### src/pmac_consts.svh
`ifndef PMAC_CONSTS_SVH
`define PMAC_CONSTS_SVH

// Region table limits
`define PMAC_MAX_REGIONS   16
`define PMAC_ADDR_PAD      2'h0

// Exception codes returned with a fault
`define PMAC_CAUSE_NONE    5'h00
`define PMAC_CAUSE_INSTR   5'h01
`define PMAC_CAUSE_LOAD    5'h05
`define PMAC_CAUSE_STORE   5'h07

// Memory type bit positions
`define PMAC_MT_BUF        0
`define PMAC_MT_CACHE      1

// Attribute sets {main, bufferable, cacheable, atomic}
`define PMAC_ATTR_NOREGION 4'h9
`define PMAC_ATTR_UNMAPPED 4'h0

// Register byte offsets
`define PMAC_OFS_CAUSE     5'h00
`define PMAC_OFS_FADDR     5'h04
`define PMAC_OFS_COUNT     5'h08
`define PMAC_OFS_PROBE     5'h0c
`define PMAC_OFS_PATTR     5'h10

// Field positions and reset values
`define PMAC_CAUSE_VLD_BIT 8
`define PMAC_COUNT_W       16
`define PMAC_RST_WORD      32'h0000_0000

`endif

### src/pmac_pkg.sv
package pmac_pkg;

	// One region entry
	typedef struct packed {
		logic [31:0] wordAddrLow;
		logic [31:0] wordAddrHigh;
		logic        main;
		logic        bufferable;
		logic        cacheable;
		logic        atomic;
	} pmac_region_type;

	// Attributes resolved for one address
	typedef struct packed {
		logic main;
		logic bufferable;
		logic cacheable;
		logic atomic;
	} pmac_attr_type;

	typedef enum logic [1:0] {
		PMAC_SZ_BYTE = 2'b00,
		PMAC_SZ_HALF = 2'b01,
		PMAC_SZ_WORD = 2'b10
	} pmac_size_type;

	typedef enum logic [1:0] {
		PMAC_AT_NONE = 2'b00,
		PMAC_AT_LR   = 2'b01,
		PMAC_AT_SC   = 2'b10,
		PMAC_AT_AMO  = 2'b11
	} pmac_atom_type;

	typedef struct packed {
		logic        valid;
		logic [31:0] addr;
	} pmac_fetch_req_type;

	typedef struct packed {
		logic       valid;
		logic       fault;
		logic [4:0] cause;
	} pmac_fetch_rsp_type;

	typedef struct packed {
		logic          valid;
		logic [31:0]   addr;
		logic          write;
		pmac_size_type size;
		pmac_atom_type atom;
		logic          stack;
		logic          modifiable;
		logic          speculative;
	} pmac_lsu_req_type;

	typedef struct packed {
		logic       valid;
		logic       fault;
		logic [4:0] cause;
		logic [1:0] memType;
		logic       writeBuf;
		logic       hold;
	} pmac_lsu_rsp_type;

	typedef struct packed {
		pmac_fetch_rsp_type fetchRsp;
		pmac_lsu_rsp_type   lsuRsp;
		logic               waitReq;
		logic [31:0]        readData;
		logic               faultValid;
		logic [4:0]         faultCause;
		logic [31:0]        faultAddr;
		logic [15:0]        faultCount;
		logic [31:0]        probeAddr;
	} pmac_state_type;

endpackage

### src/pmac_check.sv
// Decided for this implementation: the address map and register access over Avalon-MM.
`timescale 1ns/10ps
`include "pmac_consts.svh"
// Functional notes
// - Region count parameter, zero to sixteen
// - Entry: low, high bounds, four attributes
// - Overlap: lowest matching index wins
// - Inclusive match on 34-bit padded bounds
// - Fetch from I/O faults, code 1
// - No speculative access to I/O
// - Misaligned I/O load 5, store 7
// - Modifiable I/O load 5, store 7
// - Stack push/pop to I/O faults
// - Split misaligned store counts as modified
// - Bufferable sets type bit 0, stores only
// - Bufferable stores use write buffer
// - Cacheable sets type bit 1
// - Load-reserved to non-atomic region faults 5
// - SC or AMO to non-atomic faults 7
// - Atomic attribute checked only with atomics
// - No regions: main, atomics allowed
// - Uncovered address: I/O, no atomics
// - Every access checked, never disabled
// - Memory type travels with valid
module pmac_check
	import pmac_pkg::*;
#(
	parameter int              NUM_REGIONS       = 0,
	parameter bit              ATOMIC_EXT_ENABLE = 1'b0,
	parameter bit              COPROC_EXT_ENABLE = 1'b0,
	parameter pmac_region_type [`PMAC_MAX_REGIONS-1:0] REGION_CFG = '0
)
(
	// Clock and reset
	input  wire logic               clock,
	input  wire logic               rstn,
	// Fetch stage
	input  wire pmac_fetch_req_type fetchReq,
	output pmac_fetch_rsp_type      fetchRsp,
	// Load-store stage
	input  wire pmac_lsu_req_type   lsuReq,
	output pmac_lsu_rsp_type        lsuRsp,
	// Avalon-MM slave
	input  wire logic [4:0]         avs_address,
	input  wire logic               avs_read,
	input  wire logic               avs_write,
	input  wire logic [31:0]        avs_writedata,
	output logic [31:0]             avs_readdata,
	output logic                    avs_waitrequest
);

	pmac_state_type stQ;
	pmac_state_type stD;
	pmac_attr_type  fetchAttr;
	pmac_attr_type  lsuAttr;
	pmac_attr_type  probeAttr;
	logic           misaligned;
	logic           splitAcc;
	logic           modified;
	logic           ioFault;
	logic           atomFault;
	logic           lsuFault;
	logic           isLoadCode;
	logic           lsuBuf;
	logic           busTaken;
	logic           anyFault;

	// Lowest index is scanned last so it overwrites higher hits
	function automatic pmac_attr_type lookup(input logic [31:0] a);
		pmac_attr_type r;
		logic [33:0]   x;
		x = {`PMAC_ADDR_PAD, a};
		if (NUM_REGIONS == 0)
		begin
			r = `PMAC_ATTR_NOREGION;
		end
		else
		begin
			r = `PMAC_ATTR_UNMAPPED;
		end
		for (int i = `PMAC_MAX_REGIONS - 1; i >= 0; i--)
		begin
			if ((i < NUM_REGIONS) &&
				(x >= {REGION_CFG[i].wordAddrLow, `PMAC_ADDR_PAD}) &&
				(x <= {REGION_CFG[i].wordAddrHigh, `PMAC_ADDR_PAD}))
			begin
				r.main       = REGION_CFG[i].main;
				r.bufferable = REGION_CFG[i].bufferable;
				r.cacheable  = REGION_CFG[i].cacheable;
				r.atomic     = REGION_CFG[i].atomic;
			end
		end
		return r;
	endfunction

	// Same-cycle lookups for fetch, load-store and probe
	assign fetchAttr = lookup(fetchReq.addr);
	assign lsuAttr   = lookup(lsuReq.addr);
	assign probeAttr = lookup(stQ.probeAddr);

	// Alignment classification of the data access
	assign misaligned = ((lsuReq.size == PMAC_SZ_HALF) && lsuReq.addr[0]) ||
		((lsuReq.size == PMAC_SZ_WORD) && (lsuReq.addr[1:0] != 2'h0));
	// A word off its boundary goes out as two subword transfers
	assign splitAcc = ((lsuReq.size == PMAC_SZ_WORD) &&
		(lsuReq.addr[1:0] != 2'h0)) ||
		((lsuReq.size == PMAC_SZ_HALF) && (lsuReq.addr[1:0] == 2'h3));
	assign modified = lsuReq.modifiable | splitAcc;

	// I/O refuses misaligned, modified and stack accesses
	assign ioFault = !lsuAttr.main &&
		(misaligned || modified || lsuReq.stack);
	// Atomic attribute only matters with the atomic extension
	assign atomFault = ATOMIC_EXT_ENABLE && !lsuAttr.atomic &&
		(lsuReq.atom != PMAC_AT_NONE);
	assign lsuFault = ioFault | atomFault;
	// LR and plain loads report the load code, the rest store/AMO
	assign isLoadCode = (lsuReq.atom == PMAC_AT_LR) ||
		((lsuReq.atom == PMAC_AT_NONE) && !lsuReq.write);
	// Only plain stores are bufferable
	assign lsuBuf = lsuAttr.bufferable && lsuReq.write &&
		(lsuReq.atom == PMAC_AT_NONE);
	assign anyFault = (fetchReq.valid && !fetchAttr.main) ||
		(lsuReq.valid && lsuFault);
	assign busTaken = (avs_read || avs_write) && stQ.waitReq;

	// Next state of the whole block
	always_comb
	begin
		stD = stQ;
		// Fetch checking cannot be switched off
		stD.fetchRsp.valid = fetchReq.valid;
		stD.fetchRsp.fault = fetchReq.valid && !fetchAttr.main;
		stD.fetchRsp.cause = (fetchReq.valid && !fetchAttr.main) ?
			`PMAC_CAUSE_INSTR : `PMAC_CAUSE_NONE;
		stD.lsuRsp.valid = lsuReq.valid;
		stD.lsuRsp.fault = lsuReq.valid && lsuFault;
		if (lsuReq.valid && lsuFault)
		begin
			stD.lsuRsp.cause = isLoadCode ?
				`PMAC_CAUSE_LOAD : `PMAC_CAUSE_STORE;
		end
		else
		begin
			stD.lsuRsp.cause = `PMAC_CAUSE_NONE;
		end
		// Type bits leave together with the valid
		stD.lsuRsp.memType[`PMAC_MT_BUF] = lsuReq.valid && lsuBuf;
		stD.lsuRsp.memType[`PMAC_MT_CACHE] = lsuReq.valid &&
			lsuAttr.cacheable;
		stD.lsuRsp.writeBuf = lsuReq.valid && lsuBuf && !lsuFault;
		// Non-idempotent space must not see a guess
		stD.lsuRsp.hold = lsuReq.valid && lsuReq.speculative &&
			!lsuAttr.main && !lsuFault;
		// Bus slave: one wait cycle, then a one-cycle answer
		stD.waitReq = !busTaken;
		if (busTaken && avs_read)
		begin
			unique case (avs_address)
				`PMAC_OFS_CAUSE:
					stD.readData = {23'h0, stQ.faultValid,
						3'h0, stQ.faultCause};
				`PMAC_OFS_FADDR: stD.readData = stQ.faultAddr;
				`PMAC_OFS_COUNT: stD.readData = {16'h0, stQ.faultCount};
				`PMAC_OFS_PROBE: stD.readData = stQ.probeAddr;
				`PMAC_OFS_PATTR: stD.readData = {28'h0, probeAttr};
				default:         stD.readData = `PMAC_RST_WORD;
			endcase
		end
		// Software writes land at the edge that ends the answer cycle,
		// where the master sees waitrequest low; capture below wins
		if (avs_write && !stQ.waitReq)
		begin
			unique case (avs_address)
				`PMAC_OFS_CAUSE:
				begin
					stD.faultValid = 1'b0;
					stD.faultCause = `PMAC_CAUSE_NONE;
				end
				`PMAC_OFS_COUNT: stD.faultCount = 16'h0;
				`PMAC_OFS_PROBE: stD.probeAddr = avs_writedata;
				default:         stD.probeAddr = stQ.probeAddr;
			endcase
		end
		// Capture latest fault; fetch reported if both hit
		if (lsuReq.valid && lsuFault)
		begin
			stD.faultValid = 1'b1;
			stD.faultCause = stD.lsuRsp.cause;
			stD.faultAddr  = lsuReq.addr;
		end
		if (fetchReq.valid && !fetchAttr.main)
		begin
			stD.faultValid = 1'b1;
			stD.faultCause = `PMAC_CAUSE_INSTR;
			stD.faultAddr  = fetchReq.addr;
		end
		// Counter saturates so software never sees a wrap
		if (anyFault && (stD.faultCount != 16'hffff))
		begin
			stD.faultCount = stD.faultCount + 16'h1;
		end
	end

	// State register
	always_ff @(posedge clock or negedge rstn)
	begin
		if (!rstn)
		begin
			stQ         <= '0;
			stQ.waitReq <= 1'b1;
		end
		else
		begin
			stQ <= stD;
		end
	end

	// Outputs straight from the state register
	assign fetchRsp        = stQ.fetchRsp;
	assign lsuRsp          = stQ.lsuRsp;
	assign avs_readdata    = stQ.readData;
	assign avs_waitrequest = stQ.waitReq;
endmodule // pmac_check

### config.mk
export PLATFORM = sky130hd
export DESIGN_NAME = pmac_check
export DESIGN_NICKNAME = d
export VERILOG_FILES = /design/src/pmac_pkg.sv /design/src/pmac_check.sv
export VERILOG_INCLUDE_DIRS = /design/src /design/src/src
export SDC_FILE = /design/constraint.sdc
export NUM_CORES = 1
export LEC_CHECK = 0
export BUFFER_PORTS_ARGS = -buffer_cell sky130_fd_sc_hd__buf_4
export CAP_MARGIN = 30
export CORE_AREA = 2 2 89 91
export CTS_BUF_LIST = sky130_fd_sc_hd__clkbuf_2 sky130_fd_sc_hd__clkbuf_4 sky130_fd_sc_hd__clkbuf_8
export DETAILED_ROUTE_END_ITERATION = 12
export DIE_AREA = 0 0 91 93
export PLACE_DENSITY = 0.86
export REMOVE_ABC_BUFFERS = 1
export SLEW_MARGIN = 20
export SYNTH_ARGS = -nofsm -noshare
export SYNTH_HDL_FRONTEND = slang
export SYNTH_SLANG_ARGS = --single-unit
### constraint.sdc
create_clock -name clock -period 1.27 [get_ports clock]
set_input_delay 0.1905 -clock clock [delete_from_list [all_inputs] [get_ports clock]]
set_output_delay 0.1905 -clock clock [all_outputs]
set_load 0.05 [all_outputs]
* Yosys cells after proc, flatten, opt, wreduce, memory -nomap -nowiden
Cells that the tools add are included.
** Word-level totals
- Register bits after elaboration :: 67
- Latch bits :: 0
- Memory bits (writable) :: 0
- Memory bits (read-only) :: 0
- Input port bits :: 115
- Word-level logic and storage cells :: 15
- Memories kept :: 0
** Cells by class
- Add/subtract/negate cells :: 0
- $mul :: 0
- Div/mod/pow operators :: 0
- Magnitude comparators :: 0
- Equality and inequality tests :: 2
- Shifts and indexed selects :: 0
- Mux-type cells :: 1
- Bitwise gates (word level) :: 0
- Reduce and logical (&&, ||, !) cells :: 7
** Operators with widths (count)
- one-hot mux 32 bit (2 select lines) :: 1
- equality test 5 x 4 -> 1 bit, second input constant :: 1
- equality test 5 bit, second input constant :: 1
- logical AND 1 bit :: 3
- logical NOT 1 bit :: 2
- AND reduction 2 bit :: 1
- logical OR 1 bit :: 1

* Logic depth before layout (Yosys ltp)
- Depth after elaboration :: 3
- Depth in mapped cells :: 5
- Gate-level depth less buffers :: 3

* Least setup slack after synthesis
OpenSTA, ideal clock, no wires.
- Path type :: register -> register
- Start point :: reg stQ, in the netlist avs_waitrequest
- End point :: reg stQ[10] (netlist bit)
- Library setup time :: 125 ps
- Data arrival time :: 1395 ps
- Path slack :: -250 ps
- Stages on the path, launching flop included :: 4
- Buffers on the path :: 1
- Clock period less this slack :: 1520 ps
- Cells stage by stage :: dfstp_2 > nand4b_4 > buf_6 > mux2_4
** Between the ends
- Word-level cells in the longest chain between the ends :: 3
** RTL lines
- start: declaration :: line pmac_check.sv:52 : pmac_state_type stQ;
- start signal: assignment :: line pmac_check.sv:215 : stQ <= stD;
- logical NOT 1 bit :: line pmac_check.sv:172 : if (avs_write && !stQ.waitReq)
- logical AND 1 bit :: line pmac_check.sv:172
- AND reduction 2 bit (no source line)
No other way between the ends.
A chain may end at the register's enable or synchronous reset.

* Worst setup path in the final report
- Start point :: reg stQ, in the netlist avs_waitrequest
- End point :: reg stQ[17] (netlist bit)
Same word-level chain as after synthesis.

==> impl_metrics.env <==
export IMPL_rows=32
export IMPL_start_util=0.411
export IMPL_drv_slew=0
export IMPL_critPathRequiredTime_ns=1.48
export IMPL_holdWs_ns=0.0552
export IMPL_synthTopCellsByCount="dfrtp_1, nand2_1, buf_4"
export IMPL_cts_buffer_depth=2
export IMPL_finalWorstSetupSlack_ns=-0.0842
export IMPL_vias=2007
export IMPL_status="complete, but fails checks"
export IMPL_path_max_fanout=14
export IMPL_synth_seq_cells=67
export IMPL_drc=0
export IMPL_wirelength_mm=6.25
export IMPL_wl_per_cell_um=14.3
export IMPL_drt_initial_drc_count=76
export IMPL_place_gp_congestion=0.631
export IMPL_post_route_period_util=1.07
export IMPL_synth_top_cell_area_share=0.534
export IMPL_antenna_found_initial=0
export IMPL_p_total_mw=4.86
export IMPL_core_sq_mm=0.00753
export IMPL_p_per_area_mw_per_mm2=1230
export IMPL_root_buffer="clkbuf_8"
export IMPL_worstSetupPathType="reg -> reg"
export IMPL_nets=444
export IMPL_syn_avg_cell_area_sq_um=11.5
export IMPL_clkSlewWorstSetupHoldPaths_ns=0.07
export IMPL_crit_path_end_kind="register"
export IMPL_clk_latency_ns=0.34
export IMPL_die_h_um=93
export IMPL_ios=166
export IMPL_p_leak_nw=2.05
export IMPL_die_w_um=91
export IMPL_rsz0062_at_grt="yes"
export IMPL_critPathArrivalTime_ns=1.57
export IMPL_grtUsageTotal=0.151
export IMPL_netlist_area_sq_mm=0.00309
export IMPL_htree_levels=3
export IMPL_fin_crit_ns=1.35
export IMPL_grt_max_degree=31
export IMPL_ant_nets=0
export IMPL_grt_pass1_wl_mm=9.97
export IMPL_fmax_mhz=738
export IMPL_synth_warning_count=0
export IMPL_setup_violations=59
export IMPL_cts_inserted_buffers=9
export IMPL_violations="negative setup slack"
export IMPL_syn_inst=268
export IMPL_dieArea_sq_mm=0.00846
export IMPL_synth_cell_types=19
export IMPL_holdCritPathClass="in -> reg"
export IMPL_start_kind="register"
export IMPL_ys_dominant_reg_cell="dfrtp_1"
export IMPL_n_antenna_cell=0
export IMPL_cts_tree="built"
export IMPL_seq_area_frac_synth=0.543
export IMPL_syn2layout_area_growth_pct=27.9
export IMPL_dp_hpwl_mm=4.12
export IMPL_fin_setup_tns_ns=-2.95
export IMPL_drive_gt1_frac=0.479
export IMPL_placed_cells=413
export IMPL_async_flop_share=1.00
export IMPL_yosys_top_cells_area="dfrtp_1, mux2_4, buf_4, nand2_1, o21ai_0"
export IMPL_vias_per_cell=4.60
export IMPL_maxCapViolations=0
export IMPL_cts_sinks=67
export IMPL_fin_cells=436
export IMPL_hold_viol_final=0
export IMPL_skew_ns=0.00710
export IMPL_worst_ir_drop_vdd_uv=639
export IMPL_overflow=0
export IMPL_portBuffers=77
export IMPL_dr_pass1_iters=4
export IMPL_synth_most_common_cell="dfrtp_1"
export IMPL_yosys_area_top_type="dfrtp_1"
export IMPL_synth_edf_count=0
export IMPL_grt_pass1_vias=2031
export IMPL_nFillCells=683
## cell families (layout without fill, tap and decap cells)
kind of cell,after synthesis,in the layout,synth area share
compound gates,34,34,0.0555
mux,32,32,0.153
buf+inv,63,114,0.146
flops,67,67,0.543
simple gates,71,71,0.102
other cells,1,16,0.00121
## layout make-up
cell class / instances / area [sq um] / share of cell area
Sequential cell: 67 / 1680 / 0.425
Clock buffer: 10 / 138 / 0.0348
Tap cell: 102 / 128 / 0.0323
Multi-Input combinational cell: 153 / 1080 / 0.274
Timing Repair Buffer: 98 / 886 / 0.224
Clock inverter: 6 / 41.3 / 0.0104
## final timing paths
check	from	to	slack, ns	cells after the start
setup / recovery	avs_waitrequest	stQ[17]	-0.08	3
hold / removal	avs_write	avs_waitrequest	0.06	2
setup reg to reg	avs_waitrequest	stQ[17]	-0.08	3
hold reg to reg	avs_readdata[26]	avs_readdata[26]	0.49	2
max in group asynchronous	rstn	stQ[17]	0.49	3
min in group asynchronous	rstn	avs_readdata[16]	0.30	2
## power breakdown
part           leakage [nW]  switching (mW)  internal, mW
Sequential            0.904           0.112          2.31
Combinational          1.06           0.452         0.430
Clock                0.0843           0.810         0.756
Total                  2.05            1.37          3.49
## cell usage in the layout, fill, tap and decap left out
cell type,n
nand4b_4,1
o21ai_0,1
a31oi_1,1
nand2_1,53
mux2_4,32
nand2_2,6
nand2_4,3
conb_1,16
clkinv_2,2
dfrtp_1,66
a21oi_1,2
dfstp_2,1
o21ai_1,26
clkinvlp_4,3
buf_16,1
clkinv_4,1
and3b_2,1
and2_4,1
buf_6,2
buf_8,2
buf_4,82
o21ai_2,4
nor2_8,1
buf_12,5
clkbuf_16,2
dlygate4sd3_1,4
clkbuf_8,10
nor2_1,3
nand3_1,2
## stage by stage
| stage | util | cell area [sq um] | setup WS [ns] |
|---|---|---|---|
| 2_1_floorplan | - | 2700 | -0.462 |
| 3_3_place_gp | 0.474 | 3570 | -0.0845 |
| 3_5_place_dp | 0.474 | 3570 | -0.153 |
| 4_1_cts | 0.511 | 3850 | -0.0999 |
| 5_1_grt | 0.525 | 3950 | -0.116 |
| 6_report | 0.525 | 3950 | -0.0842 |
## critical path, stage by stage (launching register included)
cell      delay, ns
dfstp_2        0.55
nand4b_4       0.19
buf_12         0.19
mux2_4         0.31
## per-layer routing
layer / routed length, um / vias to the layer above / part of all wire / GRT usage
met5: 0 / - / 0 / 0
li1: - / 942 / - / -
met2: 3130 / 65 / 0.50 / 0.239
met4: 93 / 0 / 0.015 / 0.0657
met3: 341 / 10 / 0.055 / 0.0330
met1: 2680 / 990 / 0.43 / 0.200
## flip-flops by register name, summed over array words and instances (netlist names)
signal           flops
avs_readdata        32
lsuRsp               1
avs_waitrequest      1
stQ                 32
fetchRsp             1
## timing repair
item | CTS | global route
buffers inserted | 0 | 0
cloned | 1 | 2
gates resized for setup | 29 | 27
hold buffers | 4 | 0
pin swaps | 1 | 20
endpoints found under the hold margin | 25 | 0
setup endpoints to repair | 65 | 65
No activity file was read; power rests on OpenSTA's default activity.
